===== config.mk =====
export PLATFORM = sky130hd
export DESIGN_NAME = ocf_top
export DESIGN_NICKNAME = d
export VERILOG_FILES = /design/src/pkg/ocf_pkg.sv /design/src/design/ocf_top.sv
export VERILOG_INCLUDE_DIRS = /design/src /design/src/pkg
export SDC_FILE = /design/constraint.sdc
export NUM_CORES = 2
export LEC_CHECK = 0
export BUFFER_PORTS_ARGS = -buffer_cell sky130_fd_sc_hd__clkbuf_2
export CORE_MARGIN = 4
export CORE_UTILIZATION = 60
export DETAILED_ROUTE_END_ITERATION = 16
export HOLD_SLACK_MARGIN = 0.15
export PLACE_DENSITY_LB_ADDON = 0.15
export REMOVE_ABC_BUFFERS = 1
export SETUP_SLACK_MARGIN = 0.4
export SLEW_MARGIN = 10
export SYNTH_ARGS = -nofsm -noshare
export SYNTH_HDL_FRONTEND = slang
export SYNTH_SLANG_ARGS = --single-unit

===== constraint.sdc =====
create_clock -name MCLK_I -period 40.8 [get_ports MCLK_I]
set_input_delay 8.16 -clock MCLK_I [delete_from_list [all_inputs] [get_ports MCLK_I]]
set_output_delay 8.16 -clock MCLK_I [all_outputs]
set_load 0.02 [all_outputs]

===== src/pkg/ocf_params.svh =====
/*
 * Constants of the output configuration and fault coding block:
 * register offsets, field positions, reset values and timing counts.
 * Assumes a 40 MHz core clock; included by the package only, the design uses its macros.
 */
`ifndef OCF_PARAMS_SVH
`define OCF_PARAMS_SVH

// ****************************************************************
// register map (byte addresses, one word each)
// ****************************************************************
`define OCF_ADR_SETUP2 8'h00
`define OCF_ADR_SETUP1 8'h04
`define OCF_ADR_STATUS 8'h08
`define OCF_ADR_SP_IDX 8'h0C
`define OCF_ADR_SP_DAT 8'h10
`define OCF_SETUP_RST 16'h0000

// ****************************************************************
// field positions
// ****************************************************************
`define OCF_S2_TYPE 14:13
`define OCF_S2_FMT 12
`define OCF_S2_TICK 11:8
`define OCF_S2_OD 7
`define OCF_S2_PAUSE 6:4
`define OCF_S2_POL 3
`define OCF_S2_FREQ 2:0
`define OCF_S1_DIGMODE 12
`define OCF_S1_BAND 7
`define OCF_S1_OVV 3
`define OCF_S1_LATCH 2
`define OCF_S1_DIAG 1
`define OCF_S1_LOCK 0
`define OCF_PAUSE_ON 3'b000
`define OCF_PAUSE_OFF 3'b101

// ****************************************************************
// timing
// ****************************************************************
`define OCF_CLK_NS 25
`define OCF_CLK_HZ 40000000
`define OCF_TICK_BASE_NS 500
`define OCF_TICK_STEP_NS 250
`define OCF_TICK_BASE_CYC (`OCF_TICK_BASE_NS / `OCF_CLK_NS)
`define OCF_TICK_STEP_CYC (`OCF_TICK_STEP_NS / `OCF_CLK_NS)
`define OCF_PWM_HZ0 2000
`define OCF_PWM_HZ1 1600
`define OCF_PWM_HZ2 1000
`define OCF_PWM_HZ3 800
`define OCF_PWM_HZ4 500
`define OCF_PWM_HZ5 400
`define OCF_PWM_HZ6 250
`define OCF_PWM_HZ7 200

// ****************************************************************
// fault duty cycles in per mille, linearization grid
// ****************************************************************
`define OCF_DUTY_DEN 1000
`define OCF_DUTY_SELF 950
`define OCF_DUTY_FLOW 625
`define OCF_DUTY_FHIGH 550
`define OCF_DUTY_OVV 750
`define OCF_DUTY_TEMP 850
`define OCF_DUTY_CLIP 700
`define OCF_SP_LAST 32
`define OCF_SP_SHIFT 10

`endif


===== src/pkg/ocf_pkg.sv =====
/*
 * Types of the output configuration and fault coding block.
 * Assumes ocf_params.svh sits on the include path.
 */
`include "ocf_params.svh"

package ocf_pkg;

	// ****************************************************************
	// carriers
	// ****************************************************************
	typedef struct packed {
		logic [7:0] adr;
		logic we;
		logic [3:0] sel;
		logic [31:0] dat;
		logic cyc;
		logic stb;
	} ocf_wb_req_s;

	typedef struct packed {
		logic selftest;
		logic field_low;
		logic field_high;
		logic ovv;
		logic temp;
		logic clip;
		logic undervolt;
		logic overtemp;
		logic sup_break;
		logic gnd_break;
		logic out_short;
	} ocf_flt_s;

	typedef struct packed {
		logic [1:0] sensor_type;
		logic fmt_h1;
		logic six_nibble;
		logic pause;
		logic [2:0] rate;
		logic [7:0] tick;
	} ocf_sent_s;

	typedef enum logic [2:0] {
		OCF_NONE = 3'h0,
		OCF_SELF = 3'h1,
		OCF_FLOW = 3'h2,
		OCF_FHIGH = 3'h3,
		OCF_OVV = 3'h4,
		OCF_TEMP = 3'h5,
		OCF_CLIP = 3'h6
	} ocf_code_e;

	// ****************************************************************
	// whole state of the top module
	// ****************************************************************
	typedef struct packed {
		logic [15:0] s1;
		logic [15:0] s2;
		logic [32:0][15:0] sp;
		logic [5:0] sp_idx;
		logic ack;
		logic [31:0] dat;
		ocf_flt_s flt_m;
		ocf_flt_s flt;
		ocf_flt_s lat;
		logic init;
		logic short_en;
		logic [19:0] cnt;
		logic [19:0] per;
		logic [19:0] on;
		ocf_code_e code;
		logic [15:0] lin;
		logic [15:0] ana;
		logic out;
		logic oe;
		ocf_sent_s cfg;
	} ocf_state_s;

endpackage : ocf_pkg


===== src/design/ocf_top.sv =====
/*
 * Output configuration and fault coding: setup registers over classic
 * Wishbone, SENT configuration decode, output linearization, PWM
 * generation with fault coding and the output pin driver.
 * Assumes fault inputs come from analog supervision (asynchronous),
 * POS_I and NV_LOCK_I come from logic on MCLK_I, and a SENT framer
 * outside consumes SENT_CFG_O.
 */
// How it works
// short detection only after lock and reset
// sensor type from bits 14:13
// bit 12 picks secure or H1 format
// tick is 0.5 us plus 0.25 us steps
// bit 7 open-drain, wire break still active
// pause code 000 on, 101 off
// PWM period edge polarity from bit 3
// bit 3 picks three or six nibbles
// bits 2:0 set PWM or SENT rate
// linear interpolation over equal segments
// setpoints every 1024 up to 32768
// analog error band on fault when enabled
// over-temperature puts output in tristate
// supply break low, ground break high
// self-test errors: half frequency, 95 percent
// field low 62.5, field high 55 percent
// overvoltage 75 percent, or low if bit 7
// temperature 85, clipping 70 percent
// any coded error halves PWM frequency
// undervoltage stops PWM, output held low
// setup one bit 12 picks PWM or SENT
// first fault in table order wins
// no fault, unlatched: nominal at next period
`timescale 1ns/1ps

module ocf_top
	import ocf_pkg::*;
#(
	parameter int unsigned CLK_HZ = `OCF_CLK_HZ
)
(
	input wire logic MCLK_I,
	input wire logic RESET_N_I,
	input wire ocf_wb_req_s WB_I,
	output logic [31:0] WB_DAT_O,
	output logic WB_ACK_O,
	input wire logic [15:0] POS_I,
	input wire logic NV_LOCK_I,
	input wire ocf_flt_s FAULT_I,
	output logic OUT_O,
	output logic OUT_OE_O,
	output ocf_sent_s SENT_CFG_O,
	output logic [15:0] ANALOG_O,
	output logic SHORT_DET_EN_O
);

	// ****************************************************************
	// helpers
	// ****************************************************************

	// byte-lane merge of a 16-bit register
	function automatic logic [15:0] merge16(input logic [15:0] o, input logic [31:0] d,
		input logic [3:0] s);
		return {s[1] ? d[15:8] : o[15:8], s[0] ? d[7:0] : o[7:0]};
	endfunction : merge16

	// nominal PWM period in clock cycles
	function automatic logic [19:0] nom_per(input logic [2:0] f);
		logic [19:0] p;
		case (f)
			3'h0: p = 20'(CLK_HZ / `OCF_PWM_HZ0);
			3'h1: p = 20'(CLK_HZ / `OCF_PWM_HZ1);
			3'h2: p = 20'(CLK_HZ / `OCF_PWM_HZ2);
			3'h3: p = 20'(CLK_HZ / `OCF_PWM_HZ3);
			3'h4: p = 20'(CLK_HZ / `OCF_PWM_HZ4);
			3'h5: p = 20'(CLK_HZ / `OCF_PWM_HZ5);
			3'h6: p = 20'(CLK_HZ / `OCF_PWM_HZ6);
			default: p = 20'(CLK_HZ / `OCF_PWM_HZ7);
		endcase
		return p;
	endfunction : nom_per

	// high time as a per-mille share of a period
	function automatic logic [19:0] share(input logic [19:0] p, input logic [9:0] pm);
		return 20'((32'(p) * 32'(pm)) / 32'(`OCF_DUTY_DEN));
	endfunction : share

	ocf_state_s st;
	ocf_state_s nx;
	logic [15:0] lin_a;
	logic [15:0] lin_b;
	logic signed [16:0] lin_d;
	logic signed [27:0] lin_p;
	logic [15:0] lin_v;
	ocf_flt_s act;
	ocf_code_e code_v;
	logic diag_on;
	logic [19:0] per_v;
	logic pwm_lvl;
	logic lvl;
	logic en;
	logic [19:0] nom_now;

	// ****************************************************************
	// linearization
	// ****************************************************************

	// interpolate between the two setpoints around the input
	always_comb
	begin
		lin_a = st.sp[{1'b0, POS_I[14:10]}];
		lin_b = st.sp[6'({1'b0, POS_I[14:10]} + 6'h01)];
		lin_d = $signed({1'b0, lin_b}) - $signed({1'b0, lin_a});
		lin_p = lin_d * $signed({1'b0, POS_I[9:0]});
		lin_v = POS_I[15] ? st.sp[`OCF_SP_LAST]
			: 16'($signed({12'h000, lin_a}) + (lin_p >>> `OCF_SP_SHIFT));
	end

	// ****************************************************************
	// fault selection
	// ****************************************************************

	// coded faults seen by the output, latched ones included
	always_comb
	begin
		diag_on = !st.s1[`OCF_S1_DIAG];
		act = diag_on ? (st.flt | (st.s1[`OCF_S1_LATCH] ? st.lat : '0)) : '0;
		act.ovv = act.ovv & !st.s1[`OCF_S1_OVV];
		// table order decides among several faults
		code_v = act.selftest ? OCF_SELF
			: act.field_low ? OCF_FLOW
			: act.field_high ? OCF_FHIGH
			: act.ovv ? OCF_OVV
			: act.temp ? OCF_TEMP
			: act.clip ? OCF_CLIP : OCF_NONE;
	end

	// ****************************************************************
	// next state
	// ****************************************************************
	always_comb
	begin
		nx = st;
		nom_now = nom_per(st.s2[`OCF_S2_FREQ]);
		per_v = nom_now;
		// two-stage fault synchroniser
		nx.flt_m = FAULT_I;
		nx.flt = st.flt_m;
		nx.lat = st.lat | st.flt;
		nx.lin = lin_v;
		nx.init = 1'b1;
		if (!st.init)
		begin
			nx.short_en = NV_LOCK_I;
		end

		// wishbone slave, answer one cycle after the request
		nx.ack = 1'b0;
		nx.dat = 32'h00000000;
		if (WB_I.cyc && WB_I.stb && !st.ack)
		begin
			nx.ack = 1'b1;
			case (WB_I.adr)
				`OCF_ADR_SETUP2:
				begin
					nx.dat = {16'h0000, st.s2};
					if (WB_I.we)
					begin
						nx.s2 = merge16(st.s2, WB_I.dat, WB_I.sel);
					end
				end
				`OCF_ADR_SETUP1:
				begin
					nx.dat = {16'h0000, st.s1};
					if (WB_I.we)
					begin
						nx.s1 = merge16(st.s1, WB_I.dat, WB_I.sel);
					end
				end
				`OCF_ADR_STATUS:
				begin
					nx.dat = {16'h0000, st.code, st.short_en, st.flt, st.s1[`OCF_S1_DIGMODE]};
				end
				`OCF_ADR_SP_IDX:
				begin
					nx.dat = {26'h0000000, st.sp_idx};
					if (WB_I.we && WB_I.sel[0])
					begin
						nx.sp_idx = WB_I.dat[5:0];
					end
				end
				`OCF_ADR_SP_DAT:
				begin
					if (st.sp_idx <= 6'(`OCF_SP_LAST))
					begin
						nx.dat = {16'h0000, st.sp[st.sp_idx]};
						if (WB_I.we)
						begin
							nx.sp[st.sp_idx] = merge16(st.sp[st.sp_idx], WB_I.dat, WB_I.sel);
						end
					end
				end
				default:
				begin
					nx.dat = 32'h00000000;
				end
			endcase
		end

		// SENT configuration decode
		nx.cfg.sensor_type = st.s2[`OCF_S2_TYPE];
		nx.cfg.fmt_h1 = st.s2[`OCF_S2_FMT];
		nx.cfg.six_nibble = st.s2[`OCF_S2_POL];
		nx.cfg.pause = (st.s2[`OCF_S2_PAUSE] == `OCF_PAUSE_ON);
		nx.cfg.rate = st.s2[`OCF_S2_FREQ];
		nx.cfg.tick = 8'(`OCF_TICK_BASE_CYC + `OCF_TICK_STEP_CYC * st.s2[`OCF_S2_TICK]);

		// analog value with error band
		nx.ana = st.lin;
		if (diag_on && code_v != OCF_NONE)
		begin
			nx.ana = st.s1[`OCF_S1_BAND] ? 16'h0000 : 16'hFFFF;
		end

		// PWM period engine, fault code taken at the period boundary
		if (st.flt.undervolt)
		begin
			nx.cnt = 20'h00000;
		end
		else if (st.cnt + 20'h00001 >= st.per)
		begin
			nx.cnt = 20'h00000;
			nx.code = code_v;
			if (code_v != OCF_NONE)
			begin
				per_v = {nom_now[18:0], 1'b0};
			end
			nx.per = per_v;
			case (code_v)
				OCF_SELF: nx.on = share(per_v, 10'(`OCF_DUTY_SELF));
				OCF_FLOW: nx.on = share(per_v, 10'(`OCF_DUTY_FLOW));
				OCF_FHIGH: nx.on = share(per_v, 10'(`OCF_DUTY_FHIGH));
				OCF_OVV: nx.on = share(per_v, 10'(`OCF_DUTY_OVV));
				OCF_TEMP: nx.on = share(per_v, 10'(`OCF_DUTY_TEMP));
				OCF_CLIP: nx.on = share(per_v, 10'(`OCF_DUTY_CLIP));
				default: nx.on = 20'((32'(per_v) * 32'(st.lin[15:4])) >> 12);
			endcase
		end
		else
		begin
			nx.cnt = st.cnt + 20'h00001;
		end

		// period opens low (falling edge) or high (rising edge)
		pwm_lvl = st.s2[`OCF_S2_POL] ? (st.cnt < st.on)
			: (st.cnt >= st.per - st.on);

		// pin level by priority of the always-active supervision
		en = 1'b1;
		lvl = pwm_lvl;
		if (st.flt.overtemp)
		begin
			en = 1'b0;
		end
		else if (st.flt.sup_break)
		begin
			lvl = 1'b0;
		end
		else if (st.flt.gnd_break)
		begin
			lvl = 1'b1;
		end
		else if (st.flt.undervolt)
		begin
			lvl = 1'b0;
		end
		else if (st.short_en && st.flt.out_short)
		begin
			en = 1'b0;
		end
		else if (st.s1[`OCF_S1_DIGMODE])
		begin
			lvl = 1'b1;
		end
		else if (act.ovv && st.s1[`OCF_S1_BAND])
		begin
			lvl = 1'b0;
		end
		// open drain only sinks, so a high is a release
		nx.out = lvl && !st.s2[`OCF_S2_OD];
		nx.oe = st.s2[`OCF_S2_OD] ? (en && !lvl) : en;
	end

	// ****************************************************************
	// state register
	// ****************************************************************
	always_ff @(posedge MCLK_I)
	begin
		if (!RESET_N_I)
		begin
			st <= '0;
			st.s1 <= `OCF_SETUP_RST;
			st.s2 <= `OCF_SETUP_RST;
		end
		else
		begin
			st <= nx;
		end
	end

	// outputs straight from the state
	assign WB_DAT_O = st.dat;
	assign WB_ACK_O = st.ack;
	assign OUT_O = st.out;
	assign OUT_OE_O = st.oe;
	assign SENT_CFG_O = st.cfg;
	assign ANALOG_O = st.ana;
	assign SHORT_DET_EN_O = st.short_en;
endmodule : ocf_top


==> results.ini <==
[yosys]
synth_area_per_cell_um2=8.23
netlist_area_um2=74700
synth_area_leaders=dfxtp_1 19%, fa_1 14%, ha_1 9.3%, nand2_1 8.2%, mux4_2 6.8%
synth-edff-count=0
synth_top_area_share_pct=19.3
synth-seq-area-share_pct=19.3
ys_dominant_reg_cell=dfxtp_1
netlist-cell-type-count=129
synthArstFlopShare_pct=0
ys_ff_latch=721
synth_top_area_cell=dfxtp_1
synth-warning-count=0
synth_cells=9080

[place]
place.gp.congestion=1.01
io_buffer_count=109
place_area_um2=76400
dp_hpwl_um=197000

[cts]
path_clk_slew_ns=0.06
cts.sinks=721
cts_made_buffers=84
cts-root-buf=clkbuf_16
hold_buffers=0
cts_buffer_depth=3
cts_resized=0
cts_tree=yes
clock_latency_ns=0.72
htree_levels=3
post_cts_buffers=0

[critical_path]
worstPathArrival_ns=25.25
startpoint=st[733]
slowest_delay_ns=0.88
reg2reg_from=st[733]
crit_fanout=45
critPathKind=reg2reg
reg2reg_setup_slack_ns=16.10
cpMostUsedCell=nor2_1
end_kind=flip-flop
reg2reg_to=st[53]
worstPathRequired_ns=41.34
r2r_cells=71
startpoint_type=flip-flop
cp_slowest_cell=o32ai_2
cp-endpoint=st[53]

[global_routing]
grt_max_degree=186
gr-total-overflow=0
grt_pass1_vias=68500
antenna_found_initial=17
grt_usage_pct=42.3
grt_pass1_wl_um=421000

[sta]
period_share_pct=60.5
fmax_mhz=40.5
tns_ns=0
clock_skew_ns=0.0428
slew_viol_final=0
finalSetupViolCount=0
worstMarginPinSlew_ns=1.48
rsz0062_at_grt=no
hold_viol_final=0
layout_min_cycle_time_ns=24.70
slew_headroom_pct=1.07

[routing]
firstDrtPassIters=9
num_vias=70500
ant_nets=0
wl_per_cell_um=26.7
drt-vias-per-instance=6.68
first_iter_violations=9432
finalWirelength_um=282000
drc=0

[floorplanning]
start_util_pct=60.4
ios=145
die_w_um=361
die_height_um=361
coreArea_um2=124000
rows=129
die-area_um2=130000

[final_layout]
fin_area_um2=79200
nets=10000
synthToLayoutAreaGrowth_pct=5.94
layout-drive-gt1-share_pct=9.21

[outcome]
status=finished, violations left
violations=max-capacitance violations

[hold_path]
hold_class=reg2reg

[run]
max_cap_viol_count=1

## cells by family (layout without fill, tap and decap cells)
group / count (synthesis) / in the layout / synth area share (%)
compound gates: 2167 / 2167 / 18.9
xor+xnor: 231 / 231 / 2.72
fa+ha+maj: 1089 / 1089 / 23.5
buf+inv: 1504 / 1323 / 7.99
flops: 721 / 721 / 19.3
mux: 484 / 484 / 10.4
other cells: 1 / 22 / 0.00502
simple gates: 2883 / 2883 / 17.2
## critical path: cells and delay by family, from the launching register on
| family | cells | cell delay, ns |
|---|---|---|
| AOI/OAI and AO/OA | 33 | 11.02 |
| and+or+nand+nor | 22 | 7.10 |
| adders and majority gates | 5 | 2.68 |
| buffers and inverters | 5 | 1.30 |
| muxes | 4 | 1.26 |
| xor gates and xnor gates | 2 | 0.63 |
| DFF | 1 | 0.48 |
## Yosys cell counts, drive strengths merged (46+ instances only)
| master | instances |
|---|---|
| fa | 529 |
| ha | 556 |
| clkbuf | 443 |
| a221oi | 51 |
| nand3 | 84 |
| nor3 | 104 |
| mux2i | 212 |
| o221ai | 46 |
| nor2b | 63 |
| buf | 151 |
| inv | 909 |
| mux4 | 225 |
| a22oi | 239 |
| o22ai | 58 |
| nor2 | 439 |
| xnor2 | 146 |
| mux2 | 47 |
| o211ai | 60 |
| o21ai | 237 |
| nand2b | 56 |
| a21o | 80 |
| and2 | 215 |
| a31oi | 48 |
| xor2 | 85 |
| nand4 | 100 |
| a211oi | 72 |
| nand2 | 1634 |
| a21oi | 920 |
| dfxtp | 721 |
| o21a | 50 |
## layer usage
layer | up-vias | track usage (%) | wire, um
met2 | 4650 | 64.0 | 121000
met1 | 33700 | 52.5 | 101000
li1 | 30900 | - | -
met5 | - | 0 | 138
met4 | 16 | 30.0 | 24900
met3 | 1180 | 11.5 | 35900
## state kept, by name, indices dropped and copies added, names as in the netlist
signal / flops
OUT_O: 1
ANALOG_O: 16
SHORT_DET_EN_O: 1
st: 652
WB_ACK_O: 1
nx: 18
OUT_OE_O: 1
SENT_CFG_O: 15
WB_DAT_O: 16
## placed cells by master (no fill, tap or decap), types with 41 or more instances in the layout
| cell type | count |
|---|---|
| o22ai_1 | 54 |
| mux2i_1 | 195 |
| nand4_1 | 100 |
| a211oi_1 | 63 |
| nand2_1 | 1632 |
| a22oi_1 | 239 |
| nor3_1 | 93 |
| xnor2_1 | 143 |
| o221ai_1 | 44 |
| clkbuf_16 | 85 |
| nand2b_1 | 55 |
| a221oi_1 | 48 |
| a21oi_1 | 909 |
| fa_1 | 529 |
| mux2_2 | 45 |
| dfxtp_1 | 720 |
| ha_1 | 555 |
| o21ai_0 | 197 |
| nand3_1 | 83 |
| a21o_1 | 80 |
| a31oi_1 | 41 |
| mux4_2 | 225 |
| nor2b_1 | 63 |
| buf_4 | 151 |
| nor2_1 | 429 |
| and2_1 | 210 |
| inv_1 | 908 |
| xor2_1 | 83 |
| o211ai_1 | 60 |
| clkbuf_2 | 106 |
| o21a_1 | 50 |
## stage by stage
step	setup slack, ns	util, %	hold slack [ns]	instances
4_1_cts	16.57	63.9	0.442	10600
6_report	16.10	64.0	0.442	10600
5_1_grt	14.54	64.0	0.450	10600
3_3_place_gp	16.86	61.7	0.423	10400
2_1_floorplan	17.50	-	0.412	8503
3_5_place_dp	16.64	61.7	0.429	10400
## layout make-up
| class | count | area (um^2) |
|---|---|---|
| Tap cell | 1637 | 2050 |
| Timing Repair Buffer | 261 | 1740 |
| Antenna cell | 4 | 10.0 |
| Inverter | 910 | 3420 |
| Sequential cell | 721 | 14400 |
| Clock inverter | 35 | 364 |
| Clock buffer | 117 | 2360 |
| Fill cell | 10800 | 44600 |
| Multi-Input combinational cell | 6872 | 54800 |
## how the worst min path moves through the flow
stage                     endpoint  startpoint  slack (ns)  depth (start not counted)
final                      st[130]     nx[130]        0.44                          1
after floorplan            st[126]     nx[126]        0.41                          1
after global routing       st[130]     nx[130]        0.45                          1
after global placement     st[130]     nx[130]        0.42                          1
after CTS                  st[133]     nx[133]        0.44                          1
after detailed placement   st[133]     nx[133]        0.43                          1
Power is not shown: default switching activity piles up to over one toggle a cycle in this logic, so the estimate is an artifact.
